File: config.mk
export PLATFORM = sky130hd
export DESIGN_NAME = tpc_capture
export DESIGN_NICKNAME = d
export VERILOG_FILES = /design/src/design/tpc_pkg.sv /design/src/design/tpc_channel.sv /design/src/design/tpc_capture.sv
export VERILOG_INCLUDE_DIRS = /design/src /design/src/design
export SDC_FILE = /design/constraint.sdc
export NUM_CORES = 1
export LEC_CHECK = 0
export ABC_CLOCK_PERIOD_IN_PS = 3800
export BUFFER_PORTS_ARGS = -buffer_cell sky130_fd_sc_hd__buf_4
export CORE_UTILIZATION = 57
export DETAILED_ROUTE_END_ITERATION = 12
export GPL_ROUTABILITY_DRIVEN = 1
export GPL_TIMING_DRIVEN = 0
export HOLD_SLACK_MARGIN = 0.12
export PLACE_DENSITY_LB_ADDON = 0.05
export SETUP_SLACK_MARGIN = 0.5
export SLEW_MARGIN = 20
export SYNTH_ARGS = -nofsm -noshare
export SYNTH_HDL_FRONTEND = slang
export SYNTH_SLANG_ARGS = --single-unit
File: constraint.sdc
create_clock -name i_clk -period 3.8 [get_ports i_clk]
set_clock_uncertainty 0.2 [all_clocks]
set_input_delay 0.19 -clock i_clk [delete_from_list [all_inputs] [get_ports i_clk]]
set_output_delay 0.19 -clock i_clk [all_outputs]
set_load 0.02 [all_outputs]
File: src/design/tpc_map.svh
// Register offsets, field positions, reset values and widths of the position capture block.
`ifndef TPC_MAP_SVH
`define TPC_MAP_SVH

`define TPC_CTRL_OFFSET 16'h1b74
`define TPC_STAT_OFFSET 16'h1b76
`define TPC_CTRL_RESET 16'h0000
`define TPC_CTRL_MASK 16'h3333
`define TPC_CTRL_ACT_BIT 0
`define TPC_CTRL_CONT_BIT 1
`define TPC_CTRL_RISE_BIT 4
`define TPC_CTRL_FALL_BIT 5
`define TPC_STAT_ACT_BIT 0
`define TPC_STAT_RISE_BIT 1
`define TPC_STAT_FALL_BIT 2
`define TPC_CH_STRIDE 8
`define TPC_POS_W 32
`define TPC_CNT_W 16
`define TPC_HWREV_TWO_INPUTS 1'b1

`endif

File: src/design/tpc_pkg.sv
// Types shared by the position capture block.
package tpc_pkg;
    typedef logic [31:0] tpc_pos_t;
    typedef logic [15:0] tpc_cnt_t;
    typedef logic [15:0] tpc_word_t;
    typedef enum logic [1:0] {
        TPC_IDLE,
        TPC_ARMED,
        TPC_DONE
    } tpc_state_t;
endpackage

File: src/design/tpc_channel.sv
// One capture channel: pin synchroniser, edge detection, captured positions and counters.
`timescale 1ns/1ps
`include "tpc_map.svh"

module tpc_channel
    import tpc_pkg::*;
(
    // Clock and reset.
    input wire logic i_clk,
    input wire logic i_resetn,
    // Channel control.
    input wire logic i_present,
    input wire logic i_active,
    input wire logic i_cont,
    input wire logic i_rise_en,
    input wire logic i_fall_en,
    input wire logic i_one_edge,
    // Pin and position.
    input wire logic i_pin,
    input wire tpc_pos_t i_pos,
    input wire logic i_pos_shift,
    input wire tpc_pos_t i_pos_delta,
    // Results.
    output logic o_active,
    output logic o_rise_flag,
    output logic o_fall_flag,
    output tpc_pos_t o_rise_pos,
    output tpc_pos_t o_fall_pos,
    output tpc_cnt_t o_rise_cnt,
    output tpc_cnt_t o_fall_cnt
);

    logic sync1_r;
    logic sync2_r;
    logic sync3_r;
    logic level_r;
    logic act_d_r;
    tpc_state_t state_r;
    logic en;
    logic arm;
    logic rise_ev;
    logic fall_ev;
    logic fall_ok;
    logic take;

    // Three stage pin synchroniser; level moves only when stages two and three agree.
    always_ff @(posedge i_clk or negedge i_resetn) begin
        if (!i_resetn) begin
            sync1_r <= 1'b0;
            sync2_r <= 1'b0;
            sync3_r <= 1'b0;
            level_r <= 1'b0;
        end else begin
            sync1_r <= i_pin;
            sync2_r <= sync1_r;
            sync3_r <= sync2_r;
            if (sync2_r == sync3_r) begin
                level_r <= sync3_r;
            end
        end
    end

    // Edges come from comparing the agreed stage-three sample with the filtered level it is about to replace.
    assign en = i_present & i_active;
    assign arm = en & ~act_d_r;
    assign rise_ev = sync3_r & ~level_r & (sync2_r == sync3_r) & i_rise_en;
    // With single-edge polarity a set rising bit wins over the falling bit.
    assign fall_ok = i_fall_en & ~(i_one_edge & i_rise_en);
    assign fall_ev = ~sync3_r & level_r & (sync2_r == sync3_r) & fall_ok;
    assign take = (state_r == TPC_ARMED) & ~arm;

    // Arming state: one-time capture stops after its first qualifying edge.
    always_ff @(posedge i_clk or negedge i_resetn) begin
        if (!i_resetn) begin
            state_r <= TPC_IDLE;
            act_d_r <= 1'b0;
        end else begin
            act_d_r <= en;
            case (state_r)
                TPC_IDLE: begin
                    if (en) begin
                        state_r <= TPC_ARMED;
                    end
                end
                TPC_ARMED: begin
                    if (!en) begin
                        state_r <= TPC_IDLE;
                    end else if (take && (rise_ev || fall_ev) && !i_cont) begin
                        state_r <= TPC_DONE;
                    end
                end
                TPC_DONE: begin
                    if (!en) begin
                        state_r <= TPC_IDLE;
                    end else if (i_cont) begin
                        state_r <= TPC_ARMED;
                    end
                end
                default: begin
                    state_r <= TPC_IDLE;
                end
            endcase
        end
    end

    // Flags and counters clear on activation, before any edge is taken.
    always_ff @(posedge i_clk or negedge i_resetn) begin
        if (!i_resetn) begin
            o_active <= 1'b0;
            o_rise_flag <= 1'b0;
            o_fall_flag <= 1'b0;
            o_rise_cnt <= '0;
            o_fall_cnt <= '0;
        end else begin
            o_active <= en;
            if (arm) begin
                o_rise_flag <= 1'b0;
                o_fall_flag <= 1'b0;
                o_rise_cnt <= '0;
                o_fall_cnt <= '0;
            end else if (take) begin
                if (rise_ev) begin
                    o_rise_flag <= 1'b1;
                    o_rise_cnt <= o_rise_cnt + 16'h0001;
                end
                if (fall_ev) begin
                    o_fall_flag <= 1'b1;
                    o_fall_cnt <= o_fall_cnt + 16'h0001;
                end
            end
        end
    end

    // Captured positions; a reference shift moves stored values with the new origin.
    always_ff @(posedge i_clk or negedge i_resetn) begin
        if (!i_resetn) begin
            o_rise_pos <= '0;
            o_fall_pos <= '0;
        end else begin
            if (take && rise_ev) begin
                o_rise_pos <= i_pos;
            end else if (i_pos_shift) begin
                o_rise_pos <= o_rise_pos + i_pos_delta;
            end
            if (take && fall_ev) begin
                o_fall_pos <= i_pos;
            end else if (i_pos_shift) begin
                o_fall_pos <= o_fall_pos + i_pos_delta;
            end
        end
    end

endmodule

File: src/design/tpc_capture.sv
// Top of the position capture block: control and status words and two channels.
`timescale 1ns/1ps
`include "tpc_map.svh"

module tpc_capture
    import tpc_pkg::*;
(
    // Clock and reset.
    input wire logic i_clk,
    input wire logic i_resetn,
    // Hardware revision strap, high when the second input exists.
    input wire logic i_hw_two_inputs,
    // Parameter access port.
    input wire logic [15:0] i_addr,
    input wire logic i_wr,
    input wire logic i_rd,
    input wire tpc_word_t i_wdata,
    output tpc_word_t o_rdata,
    output logic o_rvalid,
    output logic o_err,
    // Capture pins.
    input wire logic i_first_capture_pin,
    input wire logic i_second_capture_pin,
    // Motor position and reference redefinition.
    input wire tpc_pos_t i_motor_pos,
    input wire logic i_pos_shift,
    input wire tpc_pos_t i_pos_delta,
    // Captured results.
    output tpc_pos_t o_in1_rising_position,
    output tpc_pos_t o_in1_falling_position,
    output tpc_cnt_t o_in1_rising_event_count,
    output tpc_cnt_t o_in1_falling_event_count,
    output tpc_pos_t o_in2_rising_position,
    output tpc_pos_t o_in2_falling_position,
    output tpc_cnt_t o_in2_rising_event_count,
    output tpc_cnt_t o_in2_falling_event_count
);

    tpc_word_t probe_control_word_r;
    tpc_word_t probe_status_word;
    logic strap_done_r;
    logic two_inputs_r;
    logic [1:0] act;
    logic [1:0] rflag;
    logic [1:0] fflag;

    ////////////////////////////////////////////////////////////////////////////////
    // Strap capture: the revision level is sampled once after reset release.
    always_ff @(posedge i_clk or negedge i_resetn) begin
        if (!i_resetn) begin
            strap_done_r <= 1'b0;
            two_inputs_r <= 1'b0;
        end else if (!strap_done_r) begin
            strap_done_r <= 1'b1;
            two_inputs_r <= i_hw_two_inputs;
        end
    end

    ////////////////////////////////////////////////////////////////////////////////
    // Control word: reserved bits are stored as zero, so a careless host sees no effect.
    always_ff @(posedge i_clk or negedge i_resetn) begin
        if (!i_resetn) begin
            probe_control_word_r <= `TPC_CTRL_RESET;
        end else if (i_wr && i_addr == `TPC_CTRL_OFFSET) begin
            probe_control_word_r <= i_wdata & `TPC_CTRL_MASK;
        end
    end

    // Status word assembled from the channel registers.
    always_comb begin
        probe_status_word = '0;
        probe_status_word[`TPC_STAT_ACT_BIT] = act[0];
        probe_status_word[`TPC_STAT_RISE_BIT] = rflag[0];
        probe_status_word[`TPC_STAT_FALL_BIT] = fflag[0];
        probe_status_word[`TPC_CH_STRIDE + `TPC_STAT_ACT_BIT] = act[1];
        probe_status_word[`TPC_CH_STRIDE + `TPC_STAT_RISE_BIT] = rflag[1];
        probe_status_word[`TPC_CH_STRIDE + `TPC_STAT_FALL_BIT] = fflag[1];
    end

    // Read answers one cycle after the strobe; an unknown address reads zero with error.
    always_ff @(posedge i_clk or negedge i_resetn) begin
        if (!i_resetn) begin
            o_rdata <= '0;
            o_rvalid <= 1'b0;
            o_err <= 1'b0;
        end else begin
            o_rvalid <= i_rd;
            o_err <= (i_rd || i_wr) && i_addr != `TPC_CTRL_OFFSET
                && !(i_rd && i_addr == `TPC_STAT_OFFSET);
            if (i_rd && i_addr == `TPC_CTRL_OFFSET) begin
                o_rdata <= probe_control_word_r;
            end else if (i_rd && i_addr == `TPC_STAT_OFFSET) begin
                o_rdata <= probe_status_word;
            end else if (i_rd) begin
                o_rdata <= '0;
            end
        end
    end

    ////////////////////////////////////////////////////////////////////////////////
    // First input, always fitted.
    tpc_channel u_ch1 (
        .i_clk(i_clk),
        .i_resetn(i_resetn),
        .i_present(1'b1),
        .i_active(probe_control_word_r[`TPC_CTRL_ACT_BIT]),
        .i_cont(probe_control_word_r[`TPC_CTRL_CONT_BIT]),
        .i_rise_en(probe_control_word_r[`TPC_CTRL_RISE_BIT]),
        .i_fall_en(probe_control_word_r[`TPC_CTRL_FALL_BIT]),
        .i_one_edge(1'b0),
        .i_pin(i_first_capture_pin),
        .i_pos(i_motor_pos),
        .i_pos_shift(i_pos_shift),
        .i_pos_delta(i_pos_delta),
        .o_active(act[0]),
        .o_rise_flag(rflag[0]),
        .o_fall_flag(fflag[0]),
        .o_rise_pos(o_in1_rising_position),
        .o_fall_pos(o_in1_falling_position),
        .o_rise_cnt(o_in1_rising_event_count),
        .o_fall_cnt(o_in1_falling_event_count)
    );

    // Second input, present only on the newer revision, single polarity.
    tpc_channel u_ch2 (
        .i_clk(i_clk),
        .i_resetn(i_resetn),
        .i_present(two_inputs_r),
        .i_active(probe_control_word_r[`TPC_CH_STRIDE + `TPC_CTRL_ACT_BIT]),
        .i_cont(probe_control_word_r[`TPC_CH_STRIDE + `TPC_CTRL_CONT_BIT]),
        .i_rise_en(probe_control_word_r[`TPC_CH_STRIDE + `TPC_CTRL_RISE_BIT]),
        .i_fall_en(probe_control_word_r[`TPC_CH_STRIDE + `TPC_CTRL_FALL_BIT]),
        .i_one_edge(1'b1),
        .i_pin(i_second_capture_pin),
        .i_pos(i_motor_pos),
        .i_pos_shift(i_pos_shift),
        .i_pos_delta(i_pos_delta),
        .o_active(act[1]),
        .o_rise_flag(rflag[1]),
        .o_fall_flag(fflag[1]),
        .o_rise_pos(o_in2_rising_position),
        .o_fall_pos(o_in2_falling_position),
        .o_rise_cnt(o_in2_rising_event_count),
        .o_fall_cnt(o_in2_falling_event_count)
    );

endmodule

Word-level counts from Yosys, hierarchy flattened. Cells that the tools add are included.

Mux-type cells: 47. Add/subtract/negate cells: 8. Bitwise operators: 27. Reductions and logical operators: 38. Equality and inequality tests: 15.

Operators with widths (count): $mux W32 (8); $mux W16 (15); $add A32 B32 Y32 (4); $add A16 B1 Y16 const B (4); $eq A16 B13 Y1 const B (2); $mux W2 (10); $reduce_bool A2 Y1 (10); $and A1 B1 Y1 (18); $ne A16 B13 Y1 const B (1); $logic_and A1 B1 Y1 (13); $mux W1 (12); $ne A3 B3 Y1 const B (4); $pmux W2 S3 (2); $not A1 Y1 (9); $reduce_and A2 Y1 (4); $reduce_and A3 Y1 (2); $eq A2 B1 Y1 const B (2); $eq A2 B2 Y1 const B (2); $logic_not A2 Y1 (2); $logic_not A1 Y1 (3); $logic_or A1 B1 Y1 (3); $reduce_bool A3 Y1 (1); $eq A1 B1 Y1 (2); $ne A2 B1 Y1 const B (1); $ne A2 B2 Y1 const B (1).

Word-level logic and storage cells: 165. Output and inout bits: 210. Bits in registers: 238. Bits of input ports: 104.

Depth between registers and ports, before layout. Gate-level depths: netlist (run 1).

Word-level depth: 10. Gate-level depth with buffers: 12. Gate-level depth less buffers: 12.

Modules after synthesis. From an unflattened synthesis (run 1), not the netlist that was laid out.

Cell total of the unflattened synthesis: 1951. Area total of the unflattened synthesis: 16998.8 um2.

Modules (own cells, without submodules): tpc_channel (u_ch2) (cells an instance 946, area an instance 8111.5 um2, instances 1, sequential area each 2627.5 um2); tpc_channel (u_ch1) (cells an instance 926, area an instance 7900.1 um2, instances 1, sequential area each 2627.5 um2); tpc_capture (cells an instance 79, area an instance 987.2 um2, instances 1, sequential area each 550.5 um2).

Least setup slack after synthesis (run 1). OpenSTA, ideal clock, no wires.

Path kind: reg-to-reg. From: register u_ch1.o_rise_pos[0]. To: register u_ch1.o_rise_pos[28]. Data required time: 3459 ps. Library setup time: 141 ps. Buffers on the path: 0. Stages on the path, launching flop included: 13. Setup slack: 452 ps. Data arrival time: 3007 ps. Clock period less this slack: 3348 ps. Path through: dfrtp_1 -> ha_1 -> fa_1 -> a211oi_2 -> o211ai_1 -> a221o_1 -> a31oi_4 -> o41ai_2 -> a211oi_2 -> o21ai_0 -> a211oi_1 -> a31o_1 -> a31oi_1.

Word-level cells in the longest chain between the ends: 3.

Ends and longest elaborated chain: from (decl) (RTL line tpc_channel.sv:27) `output tpc_pos_t o_rise_pos,`; from (signal assigned) (RTL line tpc_channel.sv:141) `o_rise_pos <= i_pos;`; from (signal assigned) (RTL line tpc_channel.sv:143) `o_rise_pos <= o_rise_pos + i_pos_delta;`; $add A32 B32 Y32 (RTL line tpc_channel.sv:143); $mux W32 (RTL line tpc_channel.sv:142) `end else if (i_pos_shift) begin`; $mux W32 (RTL line tpc_channel.sv:140) `if (take && rise_ev) begin`.

No other way between the ends. The select of a mux whose other input is x is not followed. A chain may end at the register's enable or synchronous reset.

Worst setup path in the final report (run 1).
From: register u_ch1.o_rise_pos[0]. To: register u_ch1.o_rise_pos[30].

Same word-level chain as after synthesis.

==> results.py, run 1 <==
metrics = {
    "finish": {
        "final_util_pct": 78.12,
        "drive_gt1_share_pct": 20.37,
        "multiInputGateArea_mm2": 0.01070,
        "syn_to_final_growth_pct": 33.17,
        "seq_area_mm2": 0.005807,
        "num-fill-cells": 1854,
        "finalNetCount": 2630,
    },
    "sta": {
        "finalSetupViolations": 0,
        "slew_headroom_pct": 16.96,
        "fmax_ghz": 0.2677,
        "final.setup.tns_ns": 0,
        "hold_viol": 0,
        "period_needed_ns": 3.736,
        "worstMarginPinSlew_ns": 1.246,
        "fin_crit_sh_pct": 98.31,
        "timing.final.ws_setup_ns": 0.06421,
        "drv_slew": 0,
        "rsz0062_at_grt": "true",
    },
    "detailed_routing": {
        "via_count": 17770,
        "wl_um": 66050,
        "drt_iter0_drc": 1977,
        "first_pass_iters": 5,
        "drc": 0,
        "ant_nets": 0,
        "via_per_inst": 6.361,
        "wire_per_inst_um": 23.64,
    },
    "cts": {
        "clk_pin_slew_ns": 0.06,
        "clock_path_buffers": 3,
        "cts_tree": "yes",
        "numCtsBuffers": 27,
        "clock_sinks": 232,
        "htreeDepth": 1,
        "cts_root_buf": "clkbuf_16",
        "clk_latency_ns": 0.57,
    },
    "flow_run": {
        "drv_cap": 0,
    },
    "setup_path": {
        "reg2reg_depth": 12,
        "path_cells": "ha_4 > fa_2 > a211oi_4 > o211ai_1 > a221o_1 > a31oi_4 > o21ai_4 > a31oi_4 > o41ai_4 > a41oi_2 > mux2i_1 > a31oi_1",
        "crit_fanout": 3,
        "critPathKind": "reg2reg",
        "start_kind": "flop",
        "rrSetupSlack_ns": 0.06,
        "critPathSlowestCell": "dfrtp_2",
        "cp-end-kind": "flop",
        "rr_endpoint": "u_ch1.o_rise_pos[30]",
        "cp_slowest_stage_delay_ns": 0.42,
        "crit_required_ns": 3.96,
        "cp_common_cell": "a31oi_4",
        "r2r_start": "u_ch1.o_rise_pos[0]",
        "worstPathArrival_ns": 3.90,
    },
    "die": {
        "core_area_mm2": 0.02816,
        "rows": 61,
        "num_io_pins": 314,
        "start_util_pct": 58.66,
        "die_width_um": 172.2,
        "die_area_mm2": 0.02967,
        "dieHeight_um": 172.2,
    },
    "synthesis": {
        "synth_top_area_share_pct": 35.14,
        "synthTopCellsByCount": "232 x dfrtp_1, 221 x nand2_1, 213 x a21oi_1",
        "ys_types": 74,
        "ys_seq_area_share_pct": 35.14,
        "synth_most_common_cell": "dfrtp_1",
        "synth_cells": 1926,
        "synth-edff-count": 0,
        "yosys_warnings": 0,
        "ys.flop_type": "dfrtp_1",
        "synth_area_per_cell_um2": 8.578,
        "async_flop_share_pct": 100.0,
        "syn_area_mm2": 0.01652,
        "synthTopCellsByArea": "dfrtp_1 35%, ha_1 9.7%, a21oi_1 6.5%",
        "yosys.area.top_type": "dfrtp_1",
        "ys_seq_elements": 232,
    },
    "global_route": {
        "antenna_found_initial": 2,
        "grt_pass1_wl_um": 96190,
        "grt_overflow_total": 0,
        "grt_usage_pct": 43.31,
        "grt_pass1_vias": 17050,
        "grt_max_degree": 102,
    },
    "power": {
        "ir_drop_mv": 0.3984,
        "p_leak_nw": 10.29,
        "pwr_density_cell_mw_per_mm2": 814.2,
        "p_total_w": 0.01791,
    },
    "min_path": {
        "hp-start": "i_pos_delta[5]",
        "whs_path_depth": 5,
        "hold_class": "in2reg",
        "min_to": "u_ch1.o_fall_pos[5]",
    },
    "place": {
        "gp_congestion": 0.9858,
        "port_buffers": 298,
        "dp_hpwl_um": 44400,
        "dp_slack_ns": -0.2068,
    },
    "status": {
        "status": "finished, final reports clean",
    },
}
power breakdown:
part / internal, W / switching, W / total [W]
Sequential: 0.00321 / 0.000834 / 0.00404
Combinational: 0.00485 / 0.00633 / 0.0112
Clock: 0.00153 / 0.00115 / 0.00269
sequential cells by signal (all words and copies together), names as in the netlist, 2 cells and up:
| name | cells |
|---|---|
| u_ch2.o_rise_cnt | 16 |
| u_ch1.o_rise_cnt | 16 |
| o_rdata | 10 |
| u_ch1.o_fall_pos | 32 |
| u_ch1.state_r | 2 |
| u_ch2.o_fall_pos | 32 |
| u_ch2.o_fall_cnt | 16 |
| u_ch2.o_rise_pos | 32 |
| u_ch1.o_rise_pos | 32 |
| probe_control_word_r | 8 |
| u_ch2.state_r | 2 |
| u_ch1.o_fall_cnt | 16 |
logic make-up (layout without fill, tap and decap cells):
logic type      Yosys count  count (layout)  synth area share, %
mux                      81              81                4.976
fa+ha+maj               134             134                10.30
simple gates            603             603                16.39
xor+xnor                162             162                8.588
flops                   232             232                35.14
buf+inv                 135             619                3.204
compound gates          577             577                21.36
other cells               2               8              0.04546
critical path: cells and delay by family, from the launching register on:
family / cells / cell delay (ns)
AO/OA/AOI/OAI: 9 / 2.11
adder cells (fa/ha/maj): 2 / 0.56
flip-flops: 1 / 0.42
multiplexers: 1 / 0.24
worst max-delay path by stage:
stage                                   start              endpoint
after floorplan           u_ch1.o_rise_pos[0]  u_ch1.o_rise_pos[28]
after global placement    u_ch1.o_rise_pos[0]  u_ch1.o_rise_pos[28]
after detailed placement  u_ch1.o_rise_pos[0]  u_ch1.o_rise_pos[28]
after CTS                 u_ch1.o_rise_pos[0]  u_ch1.o_rise_pos[30]
after global routing      u_ch1.o_rise_pos[0]  u_ch1.o_rise_pos[30]
final                     u_ch1.o_rise_pos[0]  u_ch1.o_rise_pos[30]
per-stage QoR:
| stage | area, µm² | instances | hold slack [ns] |
|---|---|---|---|
| floorplan | 16540 | 1931 | -0.3056 |
| global placement | 19250 | 2607 | 0.09987 |
| detailed placement | 19310 | 2609 | -0.04160 |
| CTS | 21610 | 2778 | 0.1247 |
| global route | 22000 | 2794 | 0.1621 |
| finish | 22000 | 2794 | 0.1400 |
cell type report:
cell class / count / share of cell area [%]
Buffer: 92 / 1.746
Timing Repair Buffer: 434 / 16.26
Antenna cell: 1 / 0.01137
Inverter: 43 / 0.7336
Clock buffer: 37 / 3.424
Sequential cell: 232 / 26.39
Clock inverter: 13 / 0.6313
Multi-Input combinational cell: 1564 / 48.65
Tap cell: 378 / 2.150
routing by layer:
layer | track usage [%] | up-vias | routed length (µm)
li1 | - | 7838 | -
met1 | 53.57 | 8464 | 24550
met2 | 68.76 | 1161 | 29750
met3 | 9.979 | 308 | 7316
met4 | 26.43 | 2 | 4414
met5 | 0 | - | 18
cell usage in the layout (no fill, tap or decap), drive strengths merged, types with 11 or more instances in the layout:
cell type,count
a21oi,214
a211oi,13
a21o,59
xnor2,89
nor2b,13
dfrtp,232
xor2,73
nand2,221
o21ai,167
dlygate4sd3,94
and3,28
a31oi,27
nor2,194
mux2i,72
nand4,30
buf,350
nor3,19
ha,128
o211ai,11
clkbuf,116
o21bai,16
nand3,43
inv,45
or3,16
repair_timing:
action / in CTS / in global routing
buffers inserted: 22 / 15
pin swaps: 33 / 40
cloned: 0 / 0
gates resized for setup: 52 / 70
setup endpoints to repair: 42 / 62
endpoints found under the hold margin: 282 / 1
hold buffers: 97 / 1
(Power assumes the default switching activity.)
==> run 2: changes to the inputs <==
--- a/config.mk
+++ b/config.mk
@@ -11,7 +11,6 @@
 export CORE_UTILIZATION = 57
 export DETAILED_ROUTE_END_ITERATION = 12
 export GPL_ROUTABILITY_DRIVEN = 1
-export GPL_TIMING_DRIVEN = 0
 export HOLD_SLACK_MARGIN = 0.12
 export PLACE_DENSITY_LB_ADDON = 0.05
 export SETUP_SLACK_MARGIN = 0.5
==> run 2 against run 1 <==
Effect of this change:
- clock power grew 5%
- worst hold slack gained 0.018 ns
- sequential cell count is the same
- final cell count shrank 2.2%
- cell area shrank 0.18%
- maximum frequency grew 10%
- largest power group unchanged
==> results.py, run 2 (synthesis gave the netlist of run 1 again) <==
metrics = {
    "status": {
        "status": "finished, final reports clean",
    },
    "detailed_routing": {
        "ant_nets": 0,
        "drc": 0,
        "drt_iter0_drc": 1391,
        "wire_per_inst_um": 20.31,
        "via_count": 16610,
        "wl_um": 55510,
        "first_pass_iters": 8,
        "via_per_inst": 6.078,
    },
    "sta": {
        "drv_slew": 0,
        "final.setup.tns_ns": 0,
        "finalSetupViolations": 0,
        "fin_hold_ws_ns": 0.1582,
        "hold_viol": 0,
        "slew_headroom_pct": 27.09,
        "rsz0062_at_grt": "true",
        "fmax_ghz": 0.2953,
        "period_needed_ns": 3.386,
        "worstMarginPinSlew_ns": 1.091,
        "fin_crit_sh_pct": 89.10,
        "timing.final.ws_setup_ns": 0.4141,
    },
    "power": {
        "p_sw_w": 0.008028,
        "share_comb_of_total_power_pct": 61.7,
        "pwr-share-clk_pct": 15.8,
        "p_leak_nw": 10.31,
        "p_sw_share_pct": 45.04,
        "p_seq_share_pct": 22.5,
        "ir_drop_mv": 0.4187,
        "p_total_w": 0.01782,
        "pwr_density_cell_mw_per_mm2": 811.5,
        "internal-power_w": 0.009796,
    },
    "setup_path": {
        "reg2reg_depth": 12,
        "start_kind": "flop",
        "rrSetupSlack_ns": 0.41,
        "worstPathArrival_ns": 3.62,
        "critPathKind": "reg2reg",
        "cp-end-kind": "flop",
        "crit_fanout": 3,
        "crit_required_ns": 4.03,
        "rr_endpoint": "u_ch1.o_rise_pos[28]",
        "r2r_start": "u_ch1.o_rise_pos[0]",
    },
    "global_route": {
        "grt_pass1_vias": 15650,
        "grt_overflow_total": 0,
        "grt_pass1_wl_um": 84470,
        "antenna_found_initial": 0,
        "grt_usage_pct": 36.66,
        "grt_max_degree": 69,
    },
    "finish": {
        "antenna_cells": 0,
        "drive_gt1_share_pct": 21.40,
        "stdcell_area_mm2": 0.02196,
        "finalNetCount": 2569,
        "final_common_cell": "buf_4",
        "layout_common_cells": "350 x buf_4, 231 x dfrtp_1, 221 x nand2_1",
        "syn_to_final_growth_pct": 32.94,
        "num-fill-cells": 1999,
    },
    "place": {
        "gp_congestion": 0.9450,
        "dpl_cell_area_mm2": 0.01914,
        "dp_hpwl_um": 37640,
        "dp_slack_ns": 0.1125,
        "port_buffers": 299,
    },
    "cts": {
        "clock_sinks": 232,
        "clk_pin_slew_ns": 0.07,
        "clk_latency_ns": 0.57,
        "numCtsBuffers": 28,
        "cts_tree": "yes",
        "clock_path_buffers": 3,
        "htreeDepth": 1,
        "cts_root_buf": "clkbuf_16",
    },
    "die": {
        "start_util_pct": 58.66,
        "die_area_mm2": 0.02967,
        "dieHeight_um": 172.2,
        "core_area_mm2": 0.02816,
        "num_io_pins": 314,
        "die_width_um": 172.2,
        "rows": 61,
    },
    "min_path": {
        "hp-start": "u_ch2.sync1_r",
        "min_to": "u_ch2.sync2_r",
        "hold_class": "reg2reg",
        "whs_path_depth": 0,
    },
    "flow_run": {
        "drv_cap": 0,
    },
}
## run 2: repair_timing
| action | 4_1_cts | 5_1_grt |
|---|---|---|
| pin swaps | 26 | 50 |
| hold buffers | 107 | 1 |
| endpoints found under the hold margin | 383 | 1 |
| setup buffers | 9 | 24 |
| endpoints found under the setup margin | 25 | 31 |
| gates resized for setup | 39 | 60 |
## run 2: area by class of cell
| class | instances | area, µm² | share of cell area, % |
|---|---|---|---|
| flip-flops and latches | 232 | 5807 | 26.44 |
| clock buffers | 41 | 799.5 | 3.640 |
| inverters | 43 | 161.4 | 0.7349 |
| clock inverters | 11 | 161.4 | 0.7349 |
| repair buffers | 464 | 3807 | 17.34 |
| well taps | 378 | 473.0 | 2.153 |
| multi-input cells | 1564 | 10750 | 48.96 |
## run 2: worst max-delay path, cell delays in order, from the launching register on
cell and delay, ns:
dfrtp_2 0.42, ha_4 0.17, fa_2 0.38, a211oi_4 0.34
o211ai_1 0.13, a221o_1 0.36, a31oi_4 0.32, o41ai_4 0.10
a211oi_2 0.31, o21ai_2 0.14, a211oi_2 0.18, a31o_1 0.12
a31oi_1 0.08
## run 2: power groups by stage
stage | registers, W | clock network (W) | logic, W
5_1_grt | 0.00407 | 0.00293 | 0.0119
2_1_floorplan | 0.00461 | 0 | 0.00605
3_3_place_gp | 0.00395 | 0 | 0.00946
4_1_cts | 0.00395 | 0.00284 | 0.0102
6_report | 0.00401 | 0.00282 | 0.0110
3_5_place_dp | 0.00398 | 0 | 0.00967
## run 2: through the flow
| step | instances | util [%] |
|---|---|---|
| floorplan | 1931 | - |
| global placement | 2540 | 67.95 |
| detailed placement | 2540 | 67.95 |
| CTS | 2708 | 76.14 |
| global route | 2733 | 77.98 |
| finish | 2733 | 77.98 |
## run 2: routing by layer
metal | vias to the layer above | GRT usage, % | wire [µm]
li1 | 7696 | - | -
met1 | 7929 | 48.21 | 22540
met2 | 826 | 59.75 | 25850
met3 | 160 | 6.477 | 4734
met4 | 0 | 14.81 | 2390
met5 | - | 0 | 0
## run 2: worst max path at each step
stage                                       to           startpoint  depth (start not counted)  slack [ns]
after floorplan           u_ch1.o_rise_pos[28]  u_ch1.o_rise_pos[0]                         12        0.51
after global routing      u_ch1.o_rise_pos[22]  u_ch1.o_rise_pos[0]                         13        0.32
after CTS                 u_ch1.o_rise_pos[30]  u_ch1.o_rise_pos[0]                         12        0.42
after detailed placement  u_ch1.o_rise_pos[28]  u_ch1.o_rise_pos[0]                         12        0.11
after global placement    u_ch1.o_rise_pos[28]  u_ch1.o_rise_pos[0]                         12        0.14
final                     u_ch1.o_rise_pos[28]  u_ch1.o_rise_pos[0]                         12        0.41
